## src/hw/pic_defs.vh

```
// Constants for the parallel-port interrupt configuration block.
// Included by the design files by bare name.
`ifndef PIC_DEFS_VH
`define PIC_DEFS_VH
`define PIC_ADDR_CFG_LOW   32'h800000A8
`define PIC_ADDR_CFG_HIGH  32'h800000AC
`define PIC_ADDR_MATCH_W   8
`define PIC_SEL_LSB        0
`define PIC_SEL_MSB        4
`define PIC_POL_BIT        5
`define PIC_EDGE_BIT       6
`define PIC_EN_BIT         7
`define PIC_LANE_W         8
`define PIC_CFG_RESET      32'h00000000
`define PIC_EN_MASK        32'h80808080
`define PIC_PORT_DATA_LO   16
`endif

```

## src/hw/pic_channel.v

```verilog
// One interrupt channel: line select, polarity, level or edge detection, enable.
// Assumes port lines synchronous to i_clock.
`timescale 1ns/1ps
`include "pic_defs.vh"
module pic_channel
(
  input  wire        i_clock,
  input  wire        i_rst_n,
  input  wire [7:0]  i_cfg,
  input  wire [31:0] i_port,
  output reg         o_irq
);
  wire [4:0] port_select;
  wire       polarity;
  wire       edge_mode;
  wire       enable;
  wire       line;
  wire       active;
  reg        prev_active;
  wire       next_irq;

  assign port_select = i_cfg[`PIC_SEL_MSB:`PIC_SEL_LSB];   // RL4
  assign polarity    = i_cfg[`PIC_POL_BIT];
  assign edge_mode   = i_cfg[`PIC_EDGE_BIT];
  assign enable      = i_cfg[`PIC_EN_BIT];
  assign line        = i_port[port_select];                // RL4
  assign active      = polarity ? line : ~line;            // RL3
  // Edge mode gives a one-cycle pulse on the chosen transition
  assign next_irq    = enable & (edge_mode ? (active & ~prev_active) : active); // RL1 RL2

  always @(posedge i_clock)
  begin
    if (!i_rst_n)
    begin
      prev_active <= 1'b0;
      o_irq       <= 1'b0;
    end
    else
    begin
      prev_active <= active;
      o_irq       <= next_irq;
    end
  end
endmodule

```

## src/hw/pic_top.v

```verilog
// Parallel-port interrupt configuration: two APB registers, eight channels.
// Assumes APB master with 32-bit data and port lines synchronous to i_clock.
//
// Function
// RL1: A channel raises its interrupt only while its enable bit is one.
// RL2: Trigger-mode bit one detects edges, zero follows the line level.
// RL3: Polarity one means high level or rising edge, zero low or falling.
// RL4: Five-bit selector picks one of port lines 0 to 31 per channel.
// RL5: Eight channels; channels 4 to 7 live in a second register.
// RL6: Lowest lane: selector bits 4:0, polarity 5, mode 6, enable 7.
// RL7: Second lane: selector bits 12:8, polarity 13, mode 14, enable 15.
// RL8: Third lane: selector bits 20:16, polarity 21, mode 22, enable 23.
// RL9: Lines 16 to 31 are data bus bytes, usable only in 8-bit mode.
// RL10: Reset clears all enable bits so every channel starts masked.
`timescale 1ns/1ps
`include "pic_defs.vh"
module pic_top
#(
  parameter NUM_CHANNELS = 8
)
(
  input  wire        i_clock,
  input  wire        i_rst_n,
  input  wire        i_psel,
  input  wire        i_penable,
  input  wire        i_pwrite,
  input  wire [31:0] i_paddr,
  input  wire [31:0] i_pwdata,
  output reg  [31:0] o_prdata,
  output reg         o_pready,
  output reg         o_pslverr,
  input  wire [31:0] i_port,
  input  wire        i_bus_8bit_mode,
  output wire [7:0]  o_irq
);
  reg  [31:0] cfg_low;
  reg  [31:0] cfg_high;
  wire [31:0] port_eff;
  wire        hit_low;
  wire        hit_high;
  wire        access;
  wire [63:0] cfg_all;
  wire        hit_low_full;

  // Full-width decode; a partial match would alias other registers
  assign hit_low  = i_paddr == `PIC_ADDR_CFG_LOW;
  assign hit_low_full = hit_low;
  assign hit_high = i_paddr == `PIC_ADDR_CFG_HIGH;          // RL5
  assign access   = i_psel & i_penable & ~o_pready;
  assign cfg_all  = {cfg_high, cfg_low};

  // Upper lines only count when the memory bus frees them
  assign port_eff = {i_port[31:`PIC_PORT_DATA_LO] & {16{i_bus_8bit_mode}},
                     i_port[`PIC_PORT_DATA_LO-1:0]};       // RL9

  always @(posedge i_clock)
  begin
    if (!i_rst_n)
    begin
      // Other fields are undefined after reset; zero is simplest
      cfg_low   <= `PIC_CFG_RESET & ~`PIC_EN_MASK;         // RL10
      cfg_high  <= `PIC_CFG_RESET & ~`PIC_EN_MASK;         // RL10
      o_prdata  <= 32'h00000000;
      o_pready  <= 1'b0;
      o_pslverr <= 1'b0;
    end
    else
    begin
      o_pready  <= access;
      o_pslverr <= access & ~(hit_low_full | hit_high);
      o_prdata  <= 32'h00000000;
      if (access & i_pwrite & hit_low_full)
      begin
        cfg_low <= i_pwdata;                               // RL6 RL7 RL8
      end
      if (access & i_pwrite & hit_high)
      begin
        cfg_high <= i_pwdata;                              // RL5 RL6 RL7 RL8
      end
      if (access & ~i_pwrite)
      begin
        if (hit_low_full)
        begin
          o_prdata <= cfg_low;
        end
        else if (hit_high)
        begin
          o_prdata <= cfg_high;
        end
      end
    end
  end

  genvar g;
  generate
    for (g = 0; g < NUM_CHANNELS; g = g + 1)
    begin : gen_ch
      pic_channel u_ch
      (
        .i_clock (i_clock),
        .i_rst_n (i_rst_n),
        .i_cfg   (cfg_all[g*`PIC_LANE_W +: `PIC_LANE_W]),  // RL6 RL7 RL8
        .i_port  (port_eff),
        .o_irq   (o_irq[g])
      );
    end
  endgenerate
endmodule

```

## config.mk

```make
export PLATFORM = sky130hd
export DESIGN_NAME = pic_top
export DESIGN_NICKNAME = d
export VERILOG_FILES = /design/src/hw/pic_channel.v /design/src/hw/pic_top.v
export VERILOG_INCLUDE_DIRS = /design/src /design/src/hw
export SDC_FILE = /design/constraint.sdc
export NUM_CORES = 1
export LEC_CHECK = 0
export ABC_CLOCK_PERIOD_IN_PS = 5470
export CORE_MARGIN = 3
export CORE_UTILIZATION = 60
export DETAILED_ROUTE_END_ITERATION = 8
export DONT_BUFFER_PORTS = 1
export GPL_TIMING_DRIVEN = 0
export HOLD_SLACK_MARGIN = 0.08
export PLACE_DENSITY = 0.86
export SLEW_MARGIN = 20
export SYNTH_ARGS = -nofsm -noshare
export SYNTH_HDL_FRONTEND = slang
export SYNTH_SLANG_ARGS = --single-unit
export TNS_END_PERCENT = 30
```

## constraint.sdc

```tcl
create_clock -name i_clock -period 5.47 [get_ports i_clock]
set_input_delay 1.094 -clock i_clock [delete_from_list [all_inputs] [get_ports i_clock]]
set_output_delay 1.094 -clock i_clock [all_outputs]
set_load 0.01 [all_outputs]
```

After elaboration in Yosys (flattened, before gate mapping)
Cells that the tools add are included.
Storage, ports and cells
  register bits: 114
  input port bits: 102
  output and inout port bits: 42
  word-level logic and storage cells: 110
Operators by class
  $lt $le $gt $ge: 8
  equal/unequal tests: 2
  multiplexer cells: 34
  bitwise operators: 44
  reduce and logical (&&, ||, !) cells: 1
Operators with widths (count)
  equality test 32 bit (second input constant): 2
  2-to-1 mux 32 bit: 2
  < comparator 5 x 6 -> 1 bit (second input constant): 8
  binary-select mux 1 bit (select 5 bit): 8
  2-to-1 mux 1 bit: 24
  AND 1 bit: 23
  NOT 1 bit: 19
  AND 16 bit: 1
  AND reduction 2 bit: 1
  bitwise OR 1 bit: 1

Longest topological paths before layout
Gate-level depths: netlist of run 1.
  word-level depth: 8
  mapped depth: 8
  gate-level depth less buffers: 6

Modules after synthesis
Synthesis of run 1 repeated with hierarchy kept, for this count alone.
Second synthesis, totals
  cell total of the unflattened synthesis: 817
  area, all modules: 7248.2 um^2
By module, submodules not included
  pic_top: times used 1, cells each 385, area an instance 3774.9 um^2, seq. area each 1961.9 um^2
  pic_channel: times used 8, cells each 54, area an instance 434.2 um^2, seq. area each 40.0 um^2

Least setup slack after synthesis of run 1
Ideal clock, no wire load.
  kind: in2reg
  from: input i_port[15]
  to: register gen_ch[7].u_ch.o_irq
  library setup time: 123 ps
  arrival time: 2512 ps
  data required time: 5347 ps
  setup slack: 2835 ps
  stages: 4
  path buffers: 0
  path through: mux4_2 -> mux4_2 -> o21ai_1 -> mux2_1
Between the ends
  longest elaborated chain between the ends: 7
RTL lines
  start: declaration: line pic_top.v:32  | input wire [31:0] i_port,
  binary-select mux 1 bit (select 5 bit) *: line pic_channel.v:26  | assign line = i_port[port_select];
  2-to-1 mux 1 bit (implied by the code) *: line pic_channel.v:26
  NOT 1 bit: line pic_channel.v:27  | assign active = polarity ? line : ~line;
  2-to-1 mux 1 bit *: line pic_channel.v:27
  AND 1 bit: line pic_channel.v:29  | assign next_irq = enable & (edge_mode ? (active & ~prev_active) : active);
  2-to-1 mux 1 bit *: line pic_channel.v:29
  AND 1 bit *: line pic_channel.v:29
  end signal: assignment: line pic_channel.v:41  | o_irq <= next_irq;
  end: declaration: line pic_channel.v:11  | output reg o_irq
Mark *: on every way between the ends. The rest lies on a longest branch, timed or not. The select of a mux whose other input is x is not followed.
A chain may end at the register's enable or synchronous reset.

Worst setup path after layout of run 1
  from: input i_paddr[1]
  to: register cfg_high[5]
Between the ends
  longest elaborated chain between the ends: 2
RTL lines
  start: declaration: line pic_top.v:27  | input wire [31:0] i_paddr,
  equality test 32 bit (no line)
  AND 1 bit: line pic_top.v:76  | if (access & i_pwrite & hit_high)
  end signal: assignment: line pic_top.v:62  | cfg_high <= `PIC_CFG_RESET & ~`PIC_EN_MASK;
  end signal: assignment: line pic_top.v:78  | cfg_high <= i_pwdata;
  end: declaration: line pic_top.v:37  | reg [31:0] cfg_high;
Every way passes these cells.

==> key figures, run 1 <==
Yosys
  • Post-synthesis net count: 845
  • Ys Warns: 0
  • Share of the synthesized area in the top cell type: 35.3%
  • Gate Count Post-Synth: 743
  • Mapped Area: 6470 sq um
  • Number of synthesized register bits: 114
  • Synthesized area per cell: 8.70 sq um
  • Netlist cell types: 42
  • Post-synth top area cell: dfxtp_1
  • Portion of the post-synthesis area used by sequential elements: 35.3%
  • Top area cells in the synthesized netlist: dfxtp_1 (35%), mux4_2 (11%), mux2i_1 (10%)

Global routing
  • Grt ovf: 0
  • Vias in the first global route: 5,799
  • Total GRT Usage: 35.9%
  • First-pass GRT wire length: 31,800 um
  • Antenna violations before repair: 1
  • Largest net degree at the start of global routing: 17

Detailed routing
  • Drt total wl: 21,400 um
  • Vias: 6,132
  • DRT iter0 DRCs: 764
  • TritonRoute pass-1 iters: 7
  • Drt via density: 6.75
  • Drt wl/cell: 23.5 um
  • Antenna viol nets, final: 0
  • DRC Markers: 0

Timing
  • Max transition margin: 52.1%
  • Final setup fails: 0
  • Tcrit/Tclk final: 54.7%
  • Hold slack: 470 ps
  • Clock Skew: 6.70 ps
  • Worst Max-Slew Pin Slew: 719 ps
  • Final hold viol count: 0
  • Setup TNS: 0 ps
  • Shortest period the worst path allows: 2990 ps
  • RSZ-0062 raised after global routing: no
  • Fmax achieved: 334 MHz
  • Max Slew Vio Count: 0

Setup path
  • CP startpoint: i_paddr[1]
  • Data required, critical path: 5870 ps
  • Max incr delay on CP: 630 ps
  • Worst reg2reg path startpoint: cfg_high[26]$_SDFFE_PN0P_
  • R2r worst-path depth: 5
  • Crit path arrival time: 3390 ps
  • Cell Chain, Critical Path: nor4b_1 -> nand4_1 -> nor3_2 -> nand3_1 -> clkbuf_1 -> nand2_1 -> a21oi_1
  • Crit-path slowest cell: nor3_2
  • CP max FO: 10
  • R2r endpoint: gen_ch[7].u_ch.o_irq$_SDFF_PN0_
  • Worst Setup Start Kind: input pin
  • R2r setup slk: 3110 ps
  • Crit path capture type: flip-flop
  • Crit path kind: in -> reg

CTS
  • Worst skew pair latency: 540 ps
  • Sink Count: 114
  • Total number of H-tree levels: 4
  • Clock transition at the registers of the reported paths: 50 ps
  • CTS max path bufs: 2
  • Post-CTS setup buffers: 0
  • Post-CTS Hold Fix Bufs: 0
  • CTS root buf: clkbuf_8
  • CTS Buf Count: 17
  • Post-CTS resize count: 0
  • CTS tree: built

Min path
  • Worst Hold Path Cells: 2
  • Hold crit path type: reg -> reg
  • WHS Endpoint: cfg_high[23]$_SDFFE_PN0P_
  • Hold Crit Start: cfg_high[23]$_SDFFE_PN0P_

Status
  • Outcome: completed

Floorplanning
  • DIE WIDTH: 110 um
  • Starting Density: 62.1%
  • Die height: 110 um
  • Num rows: 37
  • Die ar.: 12,100 sq um
  • Core area: 10,400 sq um
  • Io pins: 144

Placement
  • DPL Wire Length: 14,700 um
  • Routability cong.: 0.935
  • # port buffers: 0

Final layout
  • Final layout net count: 864
  • Antenna fix cells: 0
  • Share of layout cells above drive strength 1: 12.5%
  • Area growth syn-to-layout: 11.1%

Power
  • Pwr/cell area: 275 nW/um^2
  • Pleak: 2.18 nW
  • Worst VDD drop: 252 uV

Job
  • Max cap viols: 0
power by group:
part           total, mW  switching, mW  internal, mW
Sequential         0.837        0.00156         0.835
Clock               1.03          0.359         0.674
Combinational      0.107         0.0646        0.0429
Total               1.98          0.425          1.55
metrics by stage:
stage	total power [mW]	area (sq um)	setup WS [ps]	util [%]	cells
floorplan	0.928	6470	2830	-	743
global placement	0.955	6640	2040	63.7	879
detailed placement	0.957	6640	2040	63.7	879
CTS	1.98	7190	2580	69.0	909
global route	2.03	7190	2420	69.0	909
finish	1.98	7190	2480	69.0	909
state kept, by name (all words and copies together) (netlist names):
name                     count
gen_ch.u_ch.o_irq            8
o_prdata                    32
o_pslverr                    1
cfg_high                    32
cfg_low                     32
gen_ch.u_ch.prev_active      8
o_pready                     1
area by class of cell:
type                    instances  area [sq um]
well taps                     136           170
fillers                       856          3230
clock inverters                 6          80.1
multi-input cells             536          3750
inverters                       8          30.0
clock buffers                  24           470
flip-flops and latches        114          2280
plain buffers                  85           404
cells in the mapped netlist:
cell type / n
a21boi_0: 1
buf_1: 7
o22ai_1: 17
and4_1: 10
o21ai_0: 5
or3_1: 1
or2_2: 1
buf_6: 1
nor3_1: 6
mux2_1: 1
nor4b_1: 3
inv_1: 8
clkbuf_4: 2
clkbuf_1: 41
and2_1: 7
nor4bb_1: 1
clkbuf_2: 1
nor4_1: 5
buf_2: 22
nand2b_1: 13
nor2_1: 44
mux2i_1: 66
nor3b_1: 2
mux4_1: 4
nand4_1: 2
o31ai_1: 1
a211oi_1: 2
buf_4: 11
and3_1: 2
o21ai_1: 1
xnor2_1: 6
a21oi_1: 75
dfxtp_1: 114
a22oi_1: 32
o211ai_1: 2
a311oi_1: 3
nor3_2: 2
nand3_1: 10
nand3b_1: 11
o221ai_1: 17
mux4_2: 31
nand2_1: 152
cells in the final DEF, fill, tap and decap left out, types with 2 or more instances in the layout:
master / n
nand2_1: 152
dfxtp_1: 114
a21oi_1: 75
mux2i_1: 66
clkbuf_1: 45
nor2_1: 44
a22oi_1: 32
mux4_2: 31
buf_2: 22
o22ai_1: 17
o221ai_1: 17
clkbuf_16: 16
nand2b_1: 13
buf_4: 11
nand3b_1: 11
nand3_1: 10
and4_1: 10
inv_1: 8
buf_1: 7
and2_1: 7
nor3_1: 6
xnor2_1: 6
nor4_1: 5
o21ai_0: 5
mux4_1: 4
clkbuf_8: 4
clkinv_2: 4
nor4b_1: 3
a311oi_1: 3
nand4_1: 2
nor3_2: 2
and3_1: 2
nor3b_1: 2
clkbuf_4: 2
o211ai_1: 2
a211oi_1: 2
bufinv_16: 2
worst max-delay path, delay by kind of cell:
family	cells	cell delay [ps]
compound gates	1	70
buf+inv	1	370
simple gates	5	1840
how the worst max path moves through the flow:
stage	end	slack [ps]	depth (start not counted)
2_1_floorplan	gen_ch[7].u_ch.o_irq$_SDFF_PN0_	2830	4
3_3_place_gp	cfg_high[24]$_SDFFE_PN0P_	2040	7
3_5_place_dp	cfg_low[22]$_SDFFE_PN0P_	2040	8
4_1_cts	cfg_high[2]$_SDFFE_PN0P_	2580	7
5_1_grt	cfg_low[9]$_SDFFE_PN0P_	2420	8
6_report	cfg_high[5]$_SDFFE_PN0P_	2480	7
layer usage:
| metal | up-vias | global-route usage (%) | routed length, um |
|---|---|---|---|
| met2 | 423 | 53.6 | 9530 |
| met5 | - | 0 | 0 |
| li1 | 2709 | - | - |
| met1 | 2920 | 46.6 | 8270 |
| met4 | 0 | 18.6 | 991 |
| met3 | 80 | 11.0 | 2570 |
cells by family (layout without fill, tap and decap cells):
logic type | after synthesis | after routing | synth area share (%)
flip-flops | 114 | 114 | 35.3
XOR/XNOR | 6 | 6 | 0.813
AO/OA/AOI/OAI | 156 | 156 | 15.0
buffers and inverters | 93 | 123 | 6.71
AND/OR/NAND/NOR | 272 | 272 | 19.3
multiplexers | 102 | 102 | 22.8
No activity file was read; power rests on OpenSTA's default activity.
==> run 2, diff against run 1 <==
--- a/config.mk
+++ b/config.mk
@@ -6,9 +6,9 @@
 export SDC_FILE = /design/constraint.sdc
 export NUM_CORES = 1
 export LEC_CHECK = 0
-export ABC_CLOCK_PERIOD_IN_PS = 5470
+export ABC_CLOCK_PERIOD_IN_PS = 2600
 export CORE_MARGIN = 3
-export CORE_UTILIZATION = 60
+export CORE_UTILIZATION = 58
 export DETAILED_ROUTE_END_ITERATION = 8
 export DONT_BUFFER_PORTS = 1
 export GPL_TIMING_DRIVEN = 0
==> constraint.sdc (replaced) <==
create_clock -name i_clock -period 2.6 [get_ports i_clock]
set_input_delay 0.52 -clock i_clock [delete_from_list [all_inputs] [get_ports i_clock]]
set_output_delay 0.52 -clock i_clock [all_outputs]
set_load 0.01 [all_outputs]
==> run 2 against run 1 <==
Effect of this change:
- critical endpoint is now cfg_low[8]$_SDFFE_PN0P_
- sequential power increased by 110%
- power up 110%
- via count increased by 0.54%
- register-to-register slack got worse by 2800 ps
- routed wire length is 0.43% lower
- first-iteration DRC count is 21% lower
- cell count grew 0.11%
- die area increased by 3.3%
- worst setup slack got worse by 2300 ps
- core utilization decreased by 1.1 points
- critical path depth is 1 higher
==> key figures, run 2 (synthesis results as in run 1) <==
Power
  • Clock power share: 51.9% (was 52.3%)
  • Switch share: 21.9% (was 21.5%)
  • Net load switching power: 904 uW (was 425 uW)
  • Pwr/cell area: 574 nW/um^2 (was 275 nW/um^2)
  • Worst VDD drop: 601 uV (was 252 uV)
  • Internal power: 3.23 mW (was 1.55 mW)
  • Flop pwr share: 42.6% (was 42.3%)
  • Pleak: 2.19 nW (was 2.18 nW)
  • Logic pwr share: 5.5% (was 5.4%)

Placement
  • Pre-CTS setup slack: -389 ps (was 2040 ps)
  • Dpl cells: 879 (unchanged)
  • Routability cong.: 0.944 (was 0.935)
  • # port buffers: 0 (unchanged)
  • DPL Wire Length: 14,700 um (about the same)

CTS
  • CTS tree: built (unchanged)
  • Post-CTS resize count: 0 (unchanged)
  • Worst skew pair latency: 540 ps (about the same)
  • CTS max path bufs: 2 (unchanged)
  • Total number of H-tree levels: 4 (unchanged)
  • Clock transition at the registers of the reported paths: 60 ps (was 50 ps)
  • CTS Buf Count: 17 (unchanged)
  • Sink Count: 114 (unchanged)
  • Post-CTS Hold Fix Bufs: 0 (unchanged)
  • CTS root buf: clkbuf_8 (unchanged)
  • Post-CTS setup buffers: 0 (unchanged)

Timing
  • Max transition margin: 54.8% (was 52.1%)
  • Fmax achieved: 416 MHz
  • Final hold viol count: 0 (unchanged)
  • RSZ-0062 raised after global routing: yes (was no)
  • Shortest period the worst path allows: 2400 ps
  • Hold slack: 114 ps (was 470 ps)
  • Final setup fails: 0 (unchanged)
  • Clock Skew: 9.48 ps (was 6.70 ps)
  • Setup TNS: 0 ps (unchanged)
  • Tcrit/Tclk final: 92.4%
  • Worst Max-Slew Pin Slew: 678 ps (was 719 ps)
  • Final setup margin: 198 ps (was 2480 ps)
  • Max Slew Vio Count: 0 (unchanged)

Detailed routing
  • Drt total wl: 21,300 um (was 21,400 um)
  • Drt wl/cell: 23.4 um (was 23.5 um)
  • Drt via density: 6.77 (was 6.75)
  • TritonRoute pass-1 iters: 5 (was 7)
  • DRC Markers: 0 (unchanged)
  • DRT iter0 DRCs: 606 (was 764)
  • Antenna viol nets, final: 0 (unchanged)
  • Vias: 6,165 (was 6,132)

Floorplanning
  • DIE WIDTH: 112 um (was 110 um)
  • Io pins: 144 (unchanged)
  • Die ar.: 12,500 sq um (was 12,100 sq um)
  • Die height: 112 um (was 110 um)
  • Core area: 10,600 sq um (was 10,400 sq um)
  • Starting Density: 61.0% (was 62.1%)
  • Num rows: 37 (unchanged)

Min path
  • Hold crit path type: in -> reg (was reg -> reg)
  • Worst Hold Path Cells: 2 (unchanged)

Setup path
  • Crit path arrival time: 2860 ps (was 3390 ps)
  • R2r worst-path depth: 5 (unchanged)
  • Data required, critical path: 3060 ps (was 5870 ps)
  • Crit path capture type: flip-flop (unchanged)
  • Max incr delay on CP: 560 ps (was 630 ps)
  • Crit path kind: in -> reg (unchanged)
  • WP buf/inv: 2 (was 1)
  • Worst reg2reg path startpoint: cfg_high[26]$_SDFFE_PN0P_ (unchanged)
  • R2r endpoint: gen_ch[7].u_ch.o_irq$_SDFF_PN0_ (unchanged)
  • R2r setup slk: 310 ps (was 3110 ps)
  • Crit path depth: 8 (was 7)
  • CP endpoint: cfg_low[8]$_SDFFE_PN0P_ (was cfg_high[5]$_SDFFE_PN0P_)
  • CP max FO: 10 (unchanged)
  • Delay-heaviest family, CP: simple AND/OR/NAND/NOR gates (unchanged)
  • Cell Chain, Critical Path: nor4b_1 -> nand4_1 -> nor3_4 -> and3_1 -> clkbuf_1 -> buf_4 -> nand2_1 -> a21oi_1 (was nor4b_1 -> nand4_1 -> nor3_2 -> nand3_1 -> clkbuf_1 -> nand2_1 -> a21oi_1)
  • Crit-path slowest cell: nor3_4 (was nor3_2)
  • CP startpoint: i_paddr[1] (unchanged)
  • Worst Setup Start Kind: input pin (unchanged)

Final layout
  • Util after Layout: 67.9% (was 69.0%)
  • Top flop regs: cfg_high: 32 flops, cfg_low: 32 flops, o_prdata: 32 flops (unchanged)
  • Final layout net count: 864 (unchanged)
  • Share of layout cells above drive strength 1: 12.7% (was 12.5%)
  • Antenna fix cells: 0 (unchanged)
  • Reg area: 2280 sq um (unchanged)
  • Commonest non-fill, non-tap cells in the layout: nand2_1 (152), dfxtp_1 (114), a21oi_1 (75), mux2i_1 (66), clkbuf_1 (45) (unchanged)
  • Number of fillers in the final layout: 830 (was 856)
  • Most common cell after layout, fill and taps aside: nand2_1 (unchanged)
  • Area growth syn-to-layout: 11.3% (was 11.1%)
  • Area occupied by multi-input gates: 3760 sq um (was 3750 sq um)
  • Fin cells: 910 (was 909)

Global routing
  • Total GRT Usage: 33.7% (was 35.9%)
  • Grt ovf: 0 (unchanged)
  • Antenna violations before repair: 0 (was 1)
  • Vias in the first global route: 6,104 (was 5,799)
  • First-pass GRT wire length: 32,700 um (was 31,800 um)
  • Largest net degree at the start of global routing: 17 (unchanged)

Job
  • Max cap viols: 0 (unchanged)

Status
  • Outcome: completed (unchanged)
-- run 2: worst min path at each step --
stage                                                  to  slack (ps)                      start
after floorplan           gen_ch[6].u_ch.o_irq$_SDFF_PN0_         440  cfg_high[23]$_SDFFE_PN0P_
after global placement           cfg_low[31]$_SDFFE_PN0P_         450   cfg_low[31]$_SDFFE_PN0P_
after detailed placement         cfg_low[15]$_SDFFE_PN0P_         460   cfg_low[15]$_SDFFE_PN0P_
after CTS                             o_pready$_SDFF_PN0_          90                    i_rst_n
after global routing              cfg_low[1]$_SDFFE_PN0P_         110                i_pwdata[1]
final                                 o_pready$_SDFF_PN0_         110                    i_rst_n
-- run 2: cell type report --
class / count / share of cell area (%)
well taps: 136 / 2.36
clock inverters: 5 / 0.695
multi-input cells: 536 / 52.3
inverters: 8 / 0.417
flip-flops and latches: 114 / 31.7
plain buffers: 85 / 5.61
clock buffers: 26 / 6.92
-- run 2: routing by layer --
metal	global-route usage [%]	routed length, um	up-vias
li1	-	-	2712
met1	39.7	7510	2893
met2	51.9	9790	455
met3	12.7	2780	105
met4	21.0	1190	0
met5	0	0	-
-- run 2: per-stage QoR --
step | power (mW) | cell area (sq um)
after floorplan | 1.95 | 6470
after global placement | 2.01 | 6640
after detailed placement | 2.01 | 6640
after CTS | 4.14 | 7190
after global routing | 4.24 | 7200
final | 4.13 | 7200
-- run 2: power groups by stage --
| stage | registers, mW | logic (mW) | clock network [mW] |
|---|---|---|---|
| 6_report | 1.76 | 0.225 | 2.15 |
| 5_1_grt | 1.76 | 0.238 | 2.24 |
| 4_1_cts | 1.76 | 0.218 | 2.16 |
| 3_5_place_dp | 1.80 | 0.216 | 0 |
| 3_3_place_gp | 1.80 | 0.210 | 0 |
| 2_1_floorplan | 1.80 | 0.157 | 0 |
==> run 3, diff against run 2 <==
--- a/config.mk
+++ b/config.mk
@@ -14,6 +14,7 @@
 export GPL_TIMING_DRIVEN = 0
 export HOLD_SLACK_MARGIN = 0.08
 export PLACE_DENSITY = 0.86
+export RECOVER_POWER = 50
 export SLEW_MARGIN = 20
 export SYNTH_ARGS = -nofsm -noshare
 export SYNTH_HDL_FRONTEND = slang
==> run 3 against run 2 <==
Effect of this change:
- first-iteration DRC count is 1.8% higher
- maximum frequency fell by 0.46%
- register-to-register slack about the same
- sequential power about the same
- worst setup slack lost 11 ps
- sequential cell count unchanged
- cell area fell by 0.42%
- hold slack improved by 4.6 ps
- power is essentially flat
- clock power hardly changed
- non-clock buffer count stayed put
- cell count is the same
==> key figures, run 3 (synthesis results as in run 1) <==
Setup path
  • Data required, critical path: 3060 ps (about the same)
  • Delay-heaviest family, CP: simple AND/OR/NAND/NOR gates (unchanged)
  • Max incr delay on CP: 560 ps (about the same)
  • Cell Chain, Critical Path: nor4b_1 -> nand4_1 -> nor3_4 -> and3_1 -> clkbuf_1 -> buf_4 -> nand2_1 -> a21oi_1 (unchanged)
  • WP buf/inv: 2 (unchanged)
  • Worst Setup Start Kind: input pin (unchanged)
  • CP max FO: 10 (unchanged)
  • Crit path depth: 8 (unchanged)
  • Crit path capture type: flip-flop (unchanged)
  • Crit path kind: in -> reg (unchanged)
  • Crit-path slowest cell: nor3_4 (unchanged)
  • R2r worst-path depth: 5 (unchanged)
  • Crit path arrival time: 2870 ps (was 2860 ps)

Final layout
  • Commonest non-fill, non-tap cells in the layout: nand2_1 (152), dfxtp_1 (114), a21oi_1 (75), mux2i_1 (66), clkbuf_1 (53) (was nand2_1 (152), dfxtp_1 (114), a21oi_1 (75), mux2i_1 (66), clkbuf_1 (45))
  • Fin cells: 910 (unchanged)
  • Most common cell after layout, fill and taps aside: nand2_1 (unchanged)
  • Share of layout cells above drive strength 1: 11.6% (was 12.7%)
  • Antenna fix cells: 0 (unchanged)
  • Area growth syn-to-layout: 10.8% (was 11.3%)
  • Util after Layout: 67.6% (was 67.9%)
  • Final layout net count: 864 (unchanged)
  • Top flop regs: cfg_high: 32 flops, cfg_low: 32 flops, o_prdata: 32 flops (unchanged)
  • Number of fillers in the final layout: 837 (was 830)

Job
  • Max cap viols: 0 (unchanged)

CTS
  • Post-CTS Hold Fix Bufs: 0 (unchanged)
  • CTS root buf: clkbuf_8 (unchanged)
  • Post-CTS setup buffers: 0 (unchanged)
  • CTS tree: built (unchanged)
  • Sink Count: 114 (unchanged)
  • Clock transition at the registers of the reported paths: 60 ps (about the same)
  • CTS Buf Count: 17 (unchanged)
  • CTS max path bufs: 2 (unchanged)
  • Total number of H-tree levels: 4 (unchanged)
  • Worst skew pair latency: 540 ps (about the same)
  • Post-CTS resize count: 0 (unchanged)

Detailed routing
  • Antenna viol nets, final: 0 (unchanged)
  • DRT iter0 DRCs: 617 (was 606)
  • Drt via density: 6.79 (was 6.77)
  • Vias: 6,176 (was 6,165)
  • TritonRoute pass-1 iters: 5 (unchanged)
  • DRC Markers: 0 (unchanged)
  • Drt total wl: 21,300 um (about the same)
  • Drt wl/cell: 23.4 um (about the same)

Timing
  • RSZ-0062 raised after global routing: yes (unchanged)
  • Final setup fails: 0 (unchanged)
  • Fmax achieved: 414 MHz (was 416 MHz)
  • Max transition margin: 54.3% (was 54.8%)
  • Hold slack: 119 ps (was 114 ps)
  • Final hold viol count: 0 (unchanged)
  • Tcrit/Tclk final: 92.8% (was 92.4%)
  • Worst Max-Slew Pin Slew: 685 ps (was 678 ps)
  • Max Slew Vio Count: 0 (unchanged)
  • Shortest period the worst path allows: 2410 ps (was 2400 ps)
  • Clock Skew: 8.96 ps (was 9.48 ps)

Power
  • Pwr/cell area: 577 nW/um^2 (was 574 nW/um^2)
  • Worst VDD drop: 601 uV (about the same)
  • Pleak: 2.16 nW (was 2.19 nW)

Floorplanning
  • Io pins: 144 (unchanged)
  • Core area: 10,600 sq um (unchanged)
  • Die height: 112 um (unchanged)
  • DIE WIDTH: 112 um (unchanged)
  • Num rows: 37 (unchanged)
  • Starting Density: 61.0% (unchanged)
  • Die ar.: 12,500 sq um (unchanged)

Global routing
  • Grt ovf: 0 (unchanged)
  • Largest net degree at the start of global routing: 17 (unchanged)
  • Vias in the first global route: 6,104 (unchanged)
  • Total GRT Usage: 33.7% (unchanged)
  • First-pass GRT wire length: 32,700 um (unchanged)
  • Antenna violations before repair: 0 (unchanged)

Placement
  • Routability cong.: 0.944 (unchanged)
  • DPL Wire Length: 14,700 um (unchanged)
  • Dpl cells: 879 (unchanged)
  • # port buffers: 0 (unchanged)

Status
  • Outcome: completed (unchanged)

Min path
  • Worst Hold Path Cells: 2 (unchanged)
  • Hold crit path type: in -> reg (unchanged)
-- run 3: cell types whose count changed in the layout (fill, tap and decap cells not counted) --
cell	previous run	this run
buf_4	11	3
clkbuf_1	45	53
-- run 3: worst paths after layout --
kind,end,slack [ps],from
max reg2reg,gen_ch[7].u_ch.o_irq$_SDFF_PN0_,310,cfg_high[26]$_SDFFE_PN0P_
min,o_pready$_SDFF_PN0_,120,i_rst_n
min reg2reg,cfg_low[15]$_SDFFE_PN0P_,460,cfg_low[15]$_SDFFE_PN0P_
max,cfg_low[18]$_SDFFE_PN0P_,190,i_paddr[1]
-- run 3: power breakdown --
group	internal (mW)	switching [mW]	leakage [nW]
clock network	1.38	0.766	0.275
logic	0.0902	0.136	0.963
registers	1.76	0.00318	0.920
total	3.23	0.905	2.16
-- run 3: per-layer routing --
| layer | track usage [%] | up-vias | part of all wire [%] |
|---|---|---|---|
| li1 | - | 2713 | - |
| met1 | 39.7 | 2921 | 35 |
| met2 | 51.9 | 444 | 46 |
| met3 | 12.7 | 98 | 13 |
| met4 | 21.0 | 0 | 5.6 |
| met5 | 0 | - | 0 |
-- run 3: final cells by class --
| type | instances | area (sq um) | share of cell area (%) |
|---|---|---|---|
| well taps | 136 | 170 | 2.37 |
| plain buffers | 85 | 374 | 5.22 |
| inverters | 8 | 30.0 | 0.419 |
| flip-flops and latches | 114 | 2280 | 31.8 |
| clock inverters | 5 | 50.0 | 0.698 |
| multi-input cells | 536 | 3760 | 52.5 |
| clock buffers | 26 | 498 | 6.95 |
-- run 3: metrics by stage --
stage	worst slack, ps	total power, mW	cell area (sq um)	setup TNS [ps]
after detailed placement	-389	2.01	6640	-20030
after global routing	-0.742	4.24	7170	-0.742
after CTS	158	4.14	7190	0
after floorplan	526	1.95	6470	0
final	187	4.13	7170	0
after global placement	-325	2.01	6640	-17010
